==> src/hw/ofm_pkg.sv <==
// Shared constants of the oscillator failure monitor.
// Assumes a single 50 MHz system clock that samples both oscillator levels.
package ofm_pkg;

  // ----------------------------------------------------------------
  // Register map.
  // ----------------------------------------------------------------
  localparam logic [7:0] OFM_STATUS_ADDR = 8'hA9;
  localparam logic [7:0] OFM_STATUS_RESET = 8'h00;
  localparam int OFM_OSC_FLAG_BIT = 7;
  localparam int OFM_WDT_FLAG_BIT = 6;
  localparam int OFM_PRIO_MSB = 5;

  // ----------------------------------------------------------------
  // Measurement and timing.
  // ----------------------------------------------------------------
  localparam int OFM_RC_DIVIDE = 5;
  localparam int OFM_EDGE_CNT_W = 4;
  localparam int OFM_CLK_KHZ = 50000;
  localparam int OFM_FINAL_TIME_US = 1000;
  // Round down so the final phase never outlasts its nominal length.
  localparam int OFM_FINAL_CYCLES = (OFM_FINAL_TIME_US * OFM_CLK_KHZ) / 1000;

endpackage

==> src/hw/ofm_freq_cmp.sv <==
// Frequency comparator: counts main oscillator edges per divided RC period.
// Assumes both oscillator levels arrive already synchronous to clk.
`timescale 1ns/1ps
`default_nettype none
module ofm_freq_cmp
  import ofm_pkg::*;
#(
  parameter int RC_DIV = OFM_RC_DIVIDE,
  parameter int CNT_W = OFM_EDGE_CNT_W
)
(
  input wire logic clk,
  input wire logic sys_rst,
  input wire logic main_osc_in,
  input wire logic rc_osc_in,
  output logic meas_valid,
  output logic main_slow
);

  localparam int DW = $clog2(RC_DIV);

  // ----------------------------------------------------------------
  // Parameter checks.
  // ----------------------------------------------------------------
  if (RC_DIV < 2 || CNT_W < 1)
  begin : g_bad_param
    $error("ofm_freq_cmp: RC_DIV must be at least 2 and CNT_W at least 1.");
  end

  typedef struct packed {
    logic main_q;
    logic rc_q;
    logic [DW-1:0] div_cnt;
    logic [CNT_W-1:0] edge_cnt;
    logic valid;
    logic slow;
  } ofm_cmp_s;

  ofm_cmp_s st_r;
  ofm_cmp_s st_nxt;
  logic main_rise;
  logic rc_rise;

  assign main_rise = main_osc_in & ~st_r.main_q;
  assign rc_rise = rc_osc_in & ~st_r.rc_q;

  // Main edges are counted inside a window of five RC edges; a window with no
  // main edge at all means the main clock runs slower than the reference.
  always_comb
  begin
    st_nxt = st_r;
    st_nxt.main_q = main_osc_in;
    st_nxt.rc_q = rc_osc_in;
    st_nxt.valid = 1'b0;
    if (main_rise && st_r.edge_cnt != {CNT_W{1'b1}})
    begin
      st_nxt.edge_cnt = st_r.edge_cnt + 1'b1;
    end
    if (rc_rise)
    begin
      if (st_r.div_cnt == DW'(RC_DIV - 1))
      begin
        st_nxt.div_cnt = '0;
        st_nxt.valid = 1'b1;
        st_nxt.slow = (st_r.edge_cnt == '0) && !main_rise;
        st_nxt.edge_cnt = '0;
      end
      else
      begin
        st_nxt.div_cnt = st_r.div_cnt + 1'b1;
      end
    end
  end

  // State register.
  always_ff @(posedge clk or posedge sys_rst)
  begin
    if (sys_rst)
      st_r <= '0;
    else
      st_r <= st_nxt;
  end

  assign meas_valid = st_r.valid;
  assign main_slow = st_r.slow;

  // ----------------------------------------------------------------
  // Checks.
  // ----------------------------------------------------------------
  AST_DIV_WINDOW: assert property (@(posedge clk) disable iff (sys_rst)
    meas_valid |-> $past(rc_rise) && $past(st_r.div_cnt) == DW'(RC_DIV - 1))
    else $error("Measurement closed without five reference edges.");

endmodule
`default_nettype wire

==> src/hw/ofm_monitor.sv <==
// Oscillator failure monitor with its reset status register.
// Assumes the core drives the register port and resets itself from chip_rst.
//
// Contract
// Divide RC reference by five, compare with main oscillator frequency.
// Main slower than divided reference means oscillator failure.
// On failure switch the system clock to the RC source.
// On failure assert internal reset alongside the clock switch.
// Failure reset behaves like external reset apart from listed exceptions.
// Failure reset leaves the timer watchdog status flag unchanged.
// Failure reset stops the software watchdog like an external reset.
// Recovery starts a final reset phase of about one millisecond.
// During final phase keep RC clock and hold chip in reset.
// After final phase return to main clock and drop reset request.
// Chip stays reset while external reset remains asserted.
// Set oscillator failure flag whenever the monitor forced a reset.
// Software can write the oscillator failure flag both ways.
// External reset clears both status flags.
// Status register reads all zeros after reset.
// Monitor is always active; no enable exists.
// Count main edges per divided reference period before deciding.
`timescale 1ns/1ps
`default_nettype none
module ofm_monitor
  import ofm_pkg::*;
#(
  parameter int FINAL_CYCLES = OFM_FINAL_CYCLES
)
(
  input wire logic clk,
  input wire logic sys_rst,
  input wire logic main_osc_in,
  input wire logic rc_osc_in,
  input wire logic ext_rst_req,
  input wire logic wdt_rst_evt,
  input wire logic [7:0] sfr_addr,
  input wire logic sfr_wr,
  input wire logic sfr_rd,
  input wire logic [7:0] sfr_wdata,
  output logic [7:0] sfr_rdata,
  output logic clk_sel_rc,
  output logic osc_rst_req,
  output logic chip_rst,
  output logic wdt_stop
);

  localparam int FW = $clog2(FINAL_CYCLES + 1);

  // ----------------------------------------------------------------
  // Parameter checks.
  // ----------------------------------------------------------------
  // The final phase must span at least two cycles so that reset is seen held.
  if (FINAL_CYCLES < 2)
  begin : g_bad_param
    $error("ofm_monitor: FINAL_CYCLES must be at least 2.");
  end

  typedef enum logic [1:0] {
    OFM_RUN,
    OFM_FAIL,
    OFM_FINAL
  } ofm_state_e;

  typedef struct packed {
    ofm_state_e state;
    logic [FW-1:0] final_cnt;
    logic osc_flag;
    logic wdt_flag;
    logic [OFM_PRIO_MSB:0] prio;
    logic [7:0] rdata;
  } ofm_mon_s;

  ofm_mon_s st_r;
  ofm_mon_s st_nxt;
  logic meas_valid;
  logic main_slow;
  logic reg_wr;
  logic [7:0] reg_val;

  // Address decode shared by the write and the read path.
  function automatic logic hits_status(input logic [7:0] addr);
    hits_status = (addr == OFM_STATUS_ADDR);
  endfunction

  // ----------------------------------------------------------------
  // Frequency comparison; runs unconditionally, there is no enable.
  // ----------------------------------------------------------------
  ofm_freq_cmp #(
    .RC_DIV(OFM_RC_DIVIDE),
    .CNT_W(OFM_EDGE_CNT_W)
  ) u_cmp (
    .clk(clk),
    .sys_rst(sys_rst),
    .main_osc_in(main_osc_in),
    .rc_osc_in(rc_osc_in),
    .meas_valid(meas_valid),
    .main_slow(main_slow)
  );

  // ----------------------------------------------------------------
  // Decoded outputs.
  // ----------------------------------------------------------------
  // The clock select and the reset request come from the same state decode, so
  // the core can never run from the RC reference clock while out of reset.
  assign clk_sel_rc = (st_r.state != OFM_RUN);
  assign osc_rst_req = (st_r.state != OFM_RUN);
  assign chip_rst = osc_rst_req | ext_rst_req;
  assign wdt_stop = chip_rst;
  assign sfr_rdata = st_r.rdata;

  assign reg_wr = sfr_wr && hits_status(sfr_addr);
  assign reg_val = {st_r.osc_flag, st_r.wdt_flag, st_r.prio};

  // Supervisor sequence, status flags and register access.
  always_comb
  begin
    st_nxt = st_r;
    unique case (st_r.state)
      OFM_RUN:
      begin
        if (meas_valid && main_slow)
          st_nxt.state = OFM_FAIL;
      end
      OFM_FAIL:
      begin
        if (meas_valid && !main_slow)
        begin
          st_nxt.state = OFM_FINAL;
          st_nxt.final_cnt = '0;
        end
      end
      OFM_FINAL:
      begin
        if (meas_valid && main_slow)
          st_nxt.state = OFM_FAIL;
        else if (st_r.final_cnt == FW'(FINAL_CYCLES - 1))
          st_nxt.state = OFM_RUN;
        else
          st_nxt.final_cnt = st_r.final_cnt + 1'b1;
      end
      // An illegal code is treated as a failure, so the chip stays in reset
      // until a good measurement window starts the final phase.
      default:
      begin
        st_nxt.state = OFM_FAIL;
      end
    endcase

    // Priority bits clear on any chip reset; the flags carry the exceptions.
    if (chip_rst)
      st_nxt.prio = '0;
    else if (reg_wr)
      st_nxt.prio = sfr_wdata[OFM_PRIO_MSB:0];

    // Hardware set beats every clear so a forced reset is never lost.
    if (ext_rst_req)
      st_nxt.osc_flag = 1'b0;
    else if (reg_wr)
      st_nxt.osc_flag = sfr_wdata[OFM_OSC_FLAG_BIT];
    if (osc_rst_req)
      st_nxt.osc_flag = 1'b1;

    // The failure reset does not touch the timer watchdog flag.
    if (ext_rst_req)
      st_nxt.wdt_flag = 1'b0;
    else if (reg_wr && !osc_rst_req)
      st_nxt.wdt_flag = sfr_wdata[OFM_WDT_FLAG_BIT];
    if (wdt_rst_evt)
      st_nxt.wdt_flag = 1'b1;

    // Read data is registered; a miss reads zero.
    if (sfr_rd && hits_status(sfr_addr))
      st_nxt.rdata = reg_val;
    else
      st_nxt.rdata = 8'h00;
  end

  // State register; power-on clears the status register.
  always_ff @(posedge clk or posedge sys_rst)
  begin
    if (sys_rst)
    begin
      st_r <= '0;
      st_r.state <= OFM_RUN;
    end
    else
      st_r <= st_nxt;
  end

  // ----------------------------------------------------------------
  // Checks.
  // ----------------------------------------------------------------
  AST_FAIL_SWITCH: assert property (@(posedge clk) disable iff (sys_rst)
    st_r.state == OFM_RUN && meas_valid && main_slow |=> clk_sel_rc && osc_rst_req)
    else $error("Failure did not switch to the reference clock.");

  AST_SEL_WITH_RESET: assert property (@(posedge clk) disable iff (sys_rst)
    clk_sel_rc |-> osc_rst_req && chip_rst)
    else $error("Reference clock selected without reset.");

  AST_FLAG_SET: assert property (@(posedge clk) disable iff (sys_rst)
    osc_rst_req |=> st_r.osc_flag)
    else $error("Failure flag not set after forced reset.");

  AST_WDT_KEEP: assert property (@(posedge clk) disable iff (sys_rst)
    osc_rst_req && !ext_rst_req && !wdt_rst_evt |=> $stable(st_r.wdt_flag))
    else $error("Failure reset altered the watchdog flag.");

  AST_EXT_CLEAR: assert property (@(posedge clk) disable iff (sys_rst)
    ext_rst_req && !osc_rst_req && !wdt_rst_evt |=> !st_r.osc_flag && !st_r.wdt_flag)
    else $error("External reset left a status flag set.");

  AST_FINAL_HOLD: assert property (@(posedge clk) disable iff (sys_rst)
    st_r.state == OFM_FAIL && meas_valid && !main_slow |=>
      (clk_sel_rc && osc_rst_req) [*2])
    else $error("Final phase released reset early.");

  AST_FINAL_END: assert property (@(posedge clk) disable iff (sys_rst)
    st_r.state == OFM_FINAL && st_r.final_cnt == FW'(FINAL_CYCLES - 1) && !(meas_valid && main_slow)
      |=> !clk_sel_rc && !osc_rst_req)
    else $error("Final phase did not return to the main clock.");

  AST_EXT_HOLD: assert property (@(posedge clk) disable iff (sys_rst)
    $fell(osc_rst_req) && ext_rst_req |-> chip_rst)
    else $error("Chip left reset while external reset was active.");

  AST_SW_WRITE: assert property (@(posedge clk) disable iff (sys_rst)
    reg_wr && !chip_rst |=> st_r.osc_flag == $past(sfr_wdata[OFM_OSC_FLAG_BIT]))
    else $error("Software write to the failure flag ignored.");

  AST_WDT_STOP: assert property (@(posedge clk) disable iff (sys_rst)
    osc_rst_req |-> wdt_stop)
    else $error("Failure reset did not stop the watchdog.");

endmodule
`default_nettype wire

==> config.mk <==
export PLATFORM = sky130hd
export DESIGN_NAME = ofm_monitor
export DESIGN_NICKNAME = d
export VERILOG_FILES = /design/src/hw/ofm_pkg.sv /design/src/hw/ofm_freq_cmp.sv /design/src/hw/ofm_monitor.sv
export SDC_FILE = /design/constraint.sdc
export NUM_CORES = 1
export LEC_CHECK = 0
export ABC_AREA = 1
export BUFFER_PORTS_ARGS = -buffer_cell sky130_fd_sc_hd__buf_2
export CAP_MARGIN = 40
export CORE_UTILIZATION = 59
export CTS_BUF_LIST = sky130_fd_sc_hd__clkbuf_4 sky130_fd_sc_hd__clkbuf_8 sky130_fd_sc_hd__clkbuf_16
export DETAILED_ROUTE_END_ITERATION = 6
export PLACE_DENSITY = 0.82
export SETUP_SLACK_MARGIN = 0.02
export SLEW_MARGIN = 10
export SYNTH_ARGS = -nofsm -noshare
export SYNTH_HDL_FRONTEND = slang
export SYNTH_HIERARCHICAL = 1
export SYNTH_SLANG_ARGS = --single-unit
==> constraint.sdc <==
create_clock -name clk -period 4 [get_ports clk]
set_input_delay 0.2 -clock clk [delete_from_list [all_inputs] [get_ports clk]]
set_output_delay 0.2 -clock clk [all_outputs]
set_load 0.1 [all_outputs]
==> results.toml <==
[placement]
io_buffers = 35
place_congestion = 0.977
dp_hpwl_mm = 3.48

[detailed_routing]
routedWlPerCell_um = 11.5
vias = 2104
totalWireLength_mm = 4.79
drtAntennaViolNets = 0
drt-initial-drc-count = 106
avgViaCountPerCell = 5.06
drc_errors = 0
wl_met3_um = 217
top_layer_used = "met4"
route.met2.wl_mm = 2.35
dr.pass1.iters = 4
wl_met1_mm = 2.15

[critical_path]
rrSetupSlack_ns = 2.19
worst-r2r-cell-count = 10
critical_path.endpoint = "st_r[26]"
startpoint_type = "register"
crit_fanout = 18
critPathCaptureType = "register"
reg2reg_from = "st_r[16]"
worst-setup-path-type = "register to register"
cp-startpoint = "st_r[16]"
timing.rr.end = "st_r[26]"
arrival_ns = 1.99
crit_required_ns = 4.19

[clock_tree]
cts_sinks = 45
cts_buffers = 5
cts.clk_slew.worst_paths_ns = 0.09
ctsRootBufferMaster = "clkbuf_8"
cts_tree = "built"
clock_latency_ns = 0.31
h-tree-depth = 2
clockBufferDepth = 2

[yosys]
synth_flop_cell = "dfrtp_1"
synth_edf_count = 0
synthCells = 334
synthesis.nets = 363
synth_area_um2 = 2510
synth_common_cells = "nand2_1, nor2_1, dfrtp_1"
synth_top_area_share_pct = 44.8
synthArstFlopShare_pct = 100
yosysSeqAreaShare_pct = 44.8
syn_avg_cell_area_um2 = 7.53
ys_warn_count = 6
yosysMostFrequentCell = "nand2_1"
synth_area_leaders = "dfrtp_1, nand2_1, nor2_1"
ys_ff_latch = 45
yosysTopAreaCell = "dfrtp_1"
synth_cell_types = 29

[timing]
period_share_pct = 45.1
relSlewSlack_pct = 67.6
drv_slew = 0
max_clock_freq_mhz = 554
rsz0062_at_grt = "false"
clock_skew_ns = 0.0128
tns_ns = 0
setup_violations = 0
final-hold-violation-count = 0
worst_pin_slew_ns = 0.490
min_period_ns = 1.81

[floorplan]
core_um2 = 4060
row_count = 23
num_io_pins = 36
start_util_pct = 61.9
fp.dieW_um = 67.3
die_area_um2 = 4530
die_y_um = 67.3

[flow_run]
drv_cap = 0

[power]
power_w = 0.00140
power_leakage_nw = 1.37
power_density_nw_per_um2 = 504
ir_drop_mv = 0.348

[cells_and_area]
antennaDiodeCount = 0
drive_gt1_share_pct = 16.1
nets = 394
synthToLayoutAreaGrowth_pct = 10.9

[global_route]
grt_overflow = 0
antenna_found_initial = 0
gr-usage-all-layers_pct = 24.8
grt_first_pass_wirelength_mm = 8.45
grt_max_degree = 35
grt_pass1_vias = 2035

[status]
outcome = "completed"

[min_path]
hp-class = "input pin to register"
-- routing by layer --
| metal | vias to the layer above | global-route usage [%] |
|---|---|---|
| met5 | - | 0 |
| met4 | 0 | 10.9 |
| met3 | 6 | 6.76 |
| met2 | 46 | 42.0 |
| met1 | 958 | 29.3 |
| li1 | 1094 | - |
-- worst min path at each step --
stage	end	startpoint	slack, ns	cells past startpoint
4_1_cts	u_cmp/st_r[9]	rc_osc_in	0.01	1
3_3_place_gp	u_cmp/st_r[8]	sys_rst	0.22	2
3_5_place_dp	u_cmp/st_r[8]	sys_rst	0.23	2
5_1_grt	u_cmp/st_r[9]	rc_osc_in	0.006	1
6_report	u_cmp/st_r[9]	rc_osc_in	0.02	1
2_1_floorplan	u_cmp/main_slow	sys_rst	0.05	1
-- area by class of cell --
cell class                      count  area (um2)
Clock inverter                      3        47.5
Sequential cell                    45        1130
Clock buffer                        5        68.8
Inverter                           44         165
Multi-Input combinational cell    231        1110
Fill cell                         329        1270
Tap cell                           50        62.6
Timing Repair Buffer               38         203
-- sequential cells by signal, indices dropped and copies added (netlist names) --
signal,cells
sfr_rdata,8
u_cmp/main_slow,1
st_r,18
reg_val,8
u_cmp/meas_valid,1
u_cmp/st_r,9
-- kinds of logic after synthesis --
| family | synth area share, % |
|---|---|
| buf+inv | 10.9 |
| flops | 44.8 |
| simple gates | 35.4 |
| compound gates | 4.63 |
| xor+xnor | 1.74 |
| fa+ha+maj | 2.49 |
-- placed cells by master (no fill, tap or decap), types with 2 or more instances in the layout --
cell type	instances
nor2_4	3
o21ai_0	13
nand3_1	32
nand2_1	86
clkbuf_8	5
ha_1	5
dfrtp_1	45
nor3_1	2
nand2_2	4
xor2_1	3
inv_1	42
dlygate4sd3_1	2
inv_6	2
nor2_1	56
xnor2_1	2
o21bai_1	2
nand4_1	10
nor2_2	2
nor3b_1	2
buf_2	35
a21oi_1	3
inv_2	2
-- worst max-delay path, cell delays in order (launching register included) --
cell and delay, ns:
dfrtp_1 0.41, ha_1 0.26, nand2_2 0.10, nor2_4 0.14, inv_2 0.05, nor2_1 0.10, nand2_1 0.11, nand3_4 0.20
nand2_4 0.17, nand2_1 0.09, nand2_1 0.05
-- per-stage QoR --
stage	cell area, um2	setup WS, ns	utilization [%]	hold WS [ns]	cells
6_report	2790	2.19	68.7	0.0205	416
5_1_grt	2790	1.99	68.7	0.00625	416
4_1_cts	2790	2.20	68.7	0.0108	416
3_5_place_dp	2650	2.22	65.3	0.226	406
3_3_place_gp	2650	2.32	65.3	0.220	406
2_1_floorplan	2510	1.44	-	0.0524	334
-- timing repair --
action,in CTS,in global routing
setup buffers,0,0
setup endpoints to repair,0,0
gates resized for setup,0,0
hold buffers,2,0
hold endpoints to repair,42,0
-- where the power goes --
part,internal (W),switching (W),total [W]
clock network,0.000191,0.000166,0.000356
registers,0.000522,0.0000543,0.000576
logic,0.000106,0.000365,0.000471
total,0.000818,0.000586,0.00140
Note: power is estimated with default switching activity, not from simulation.
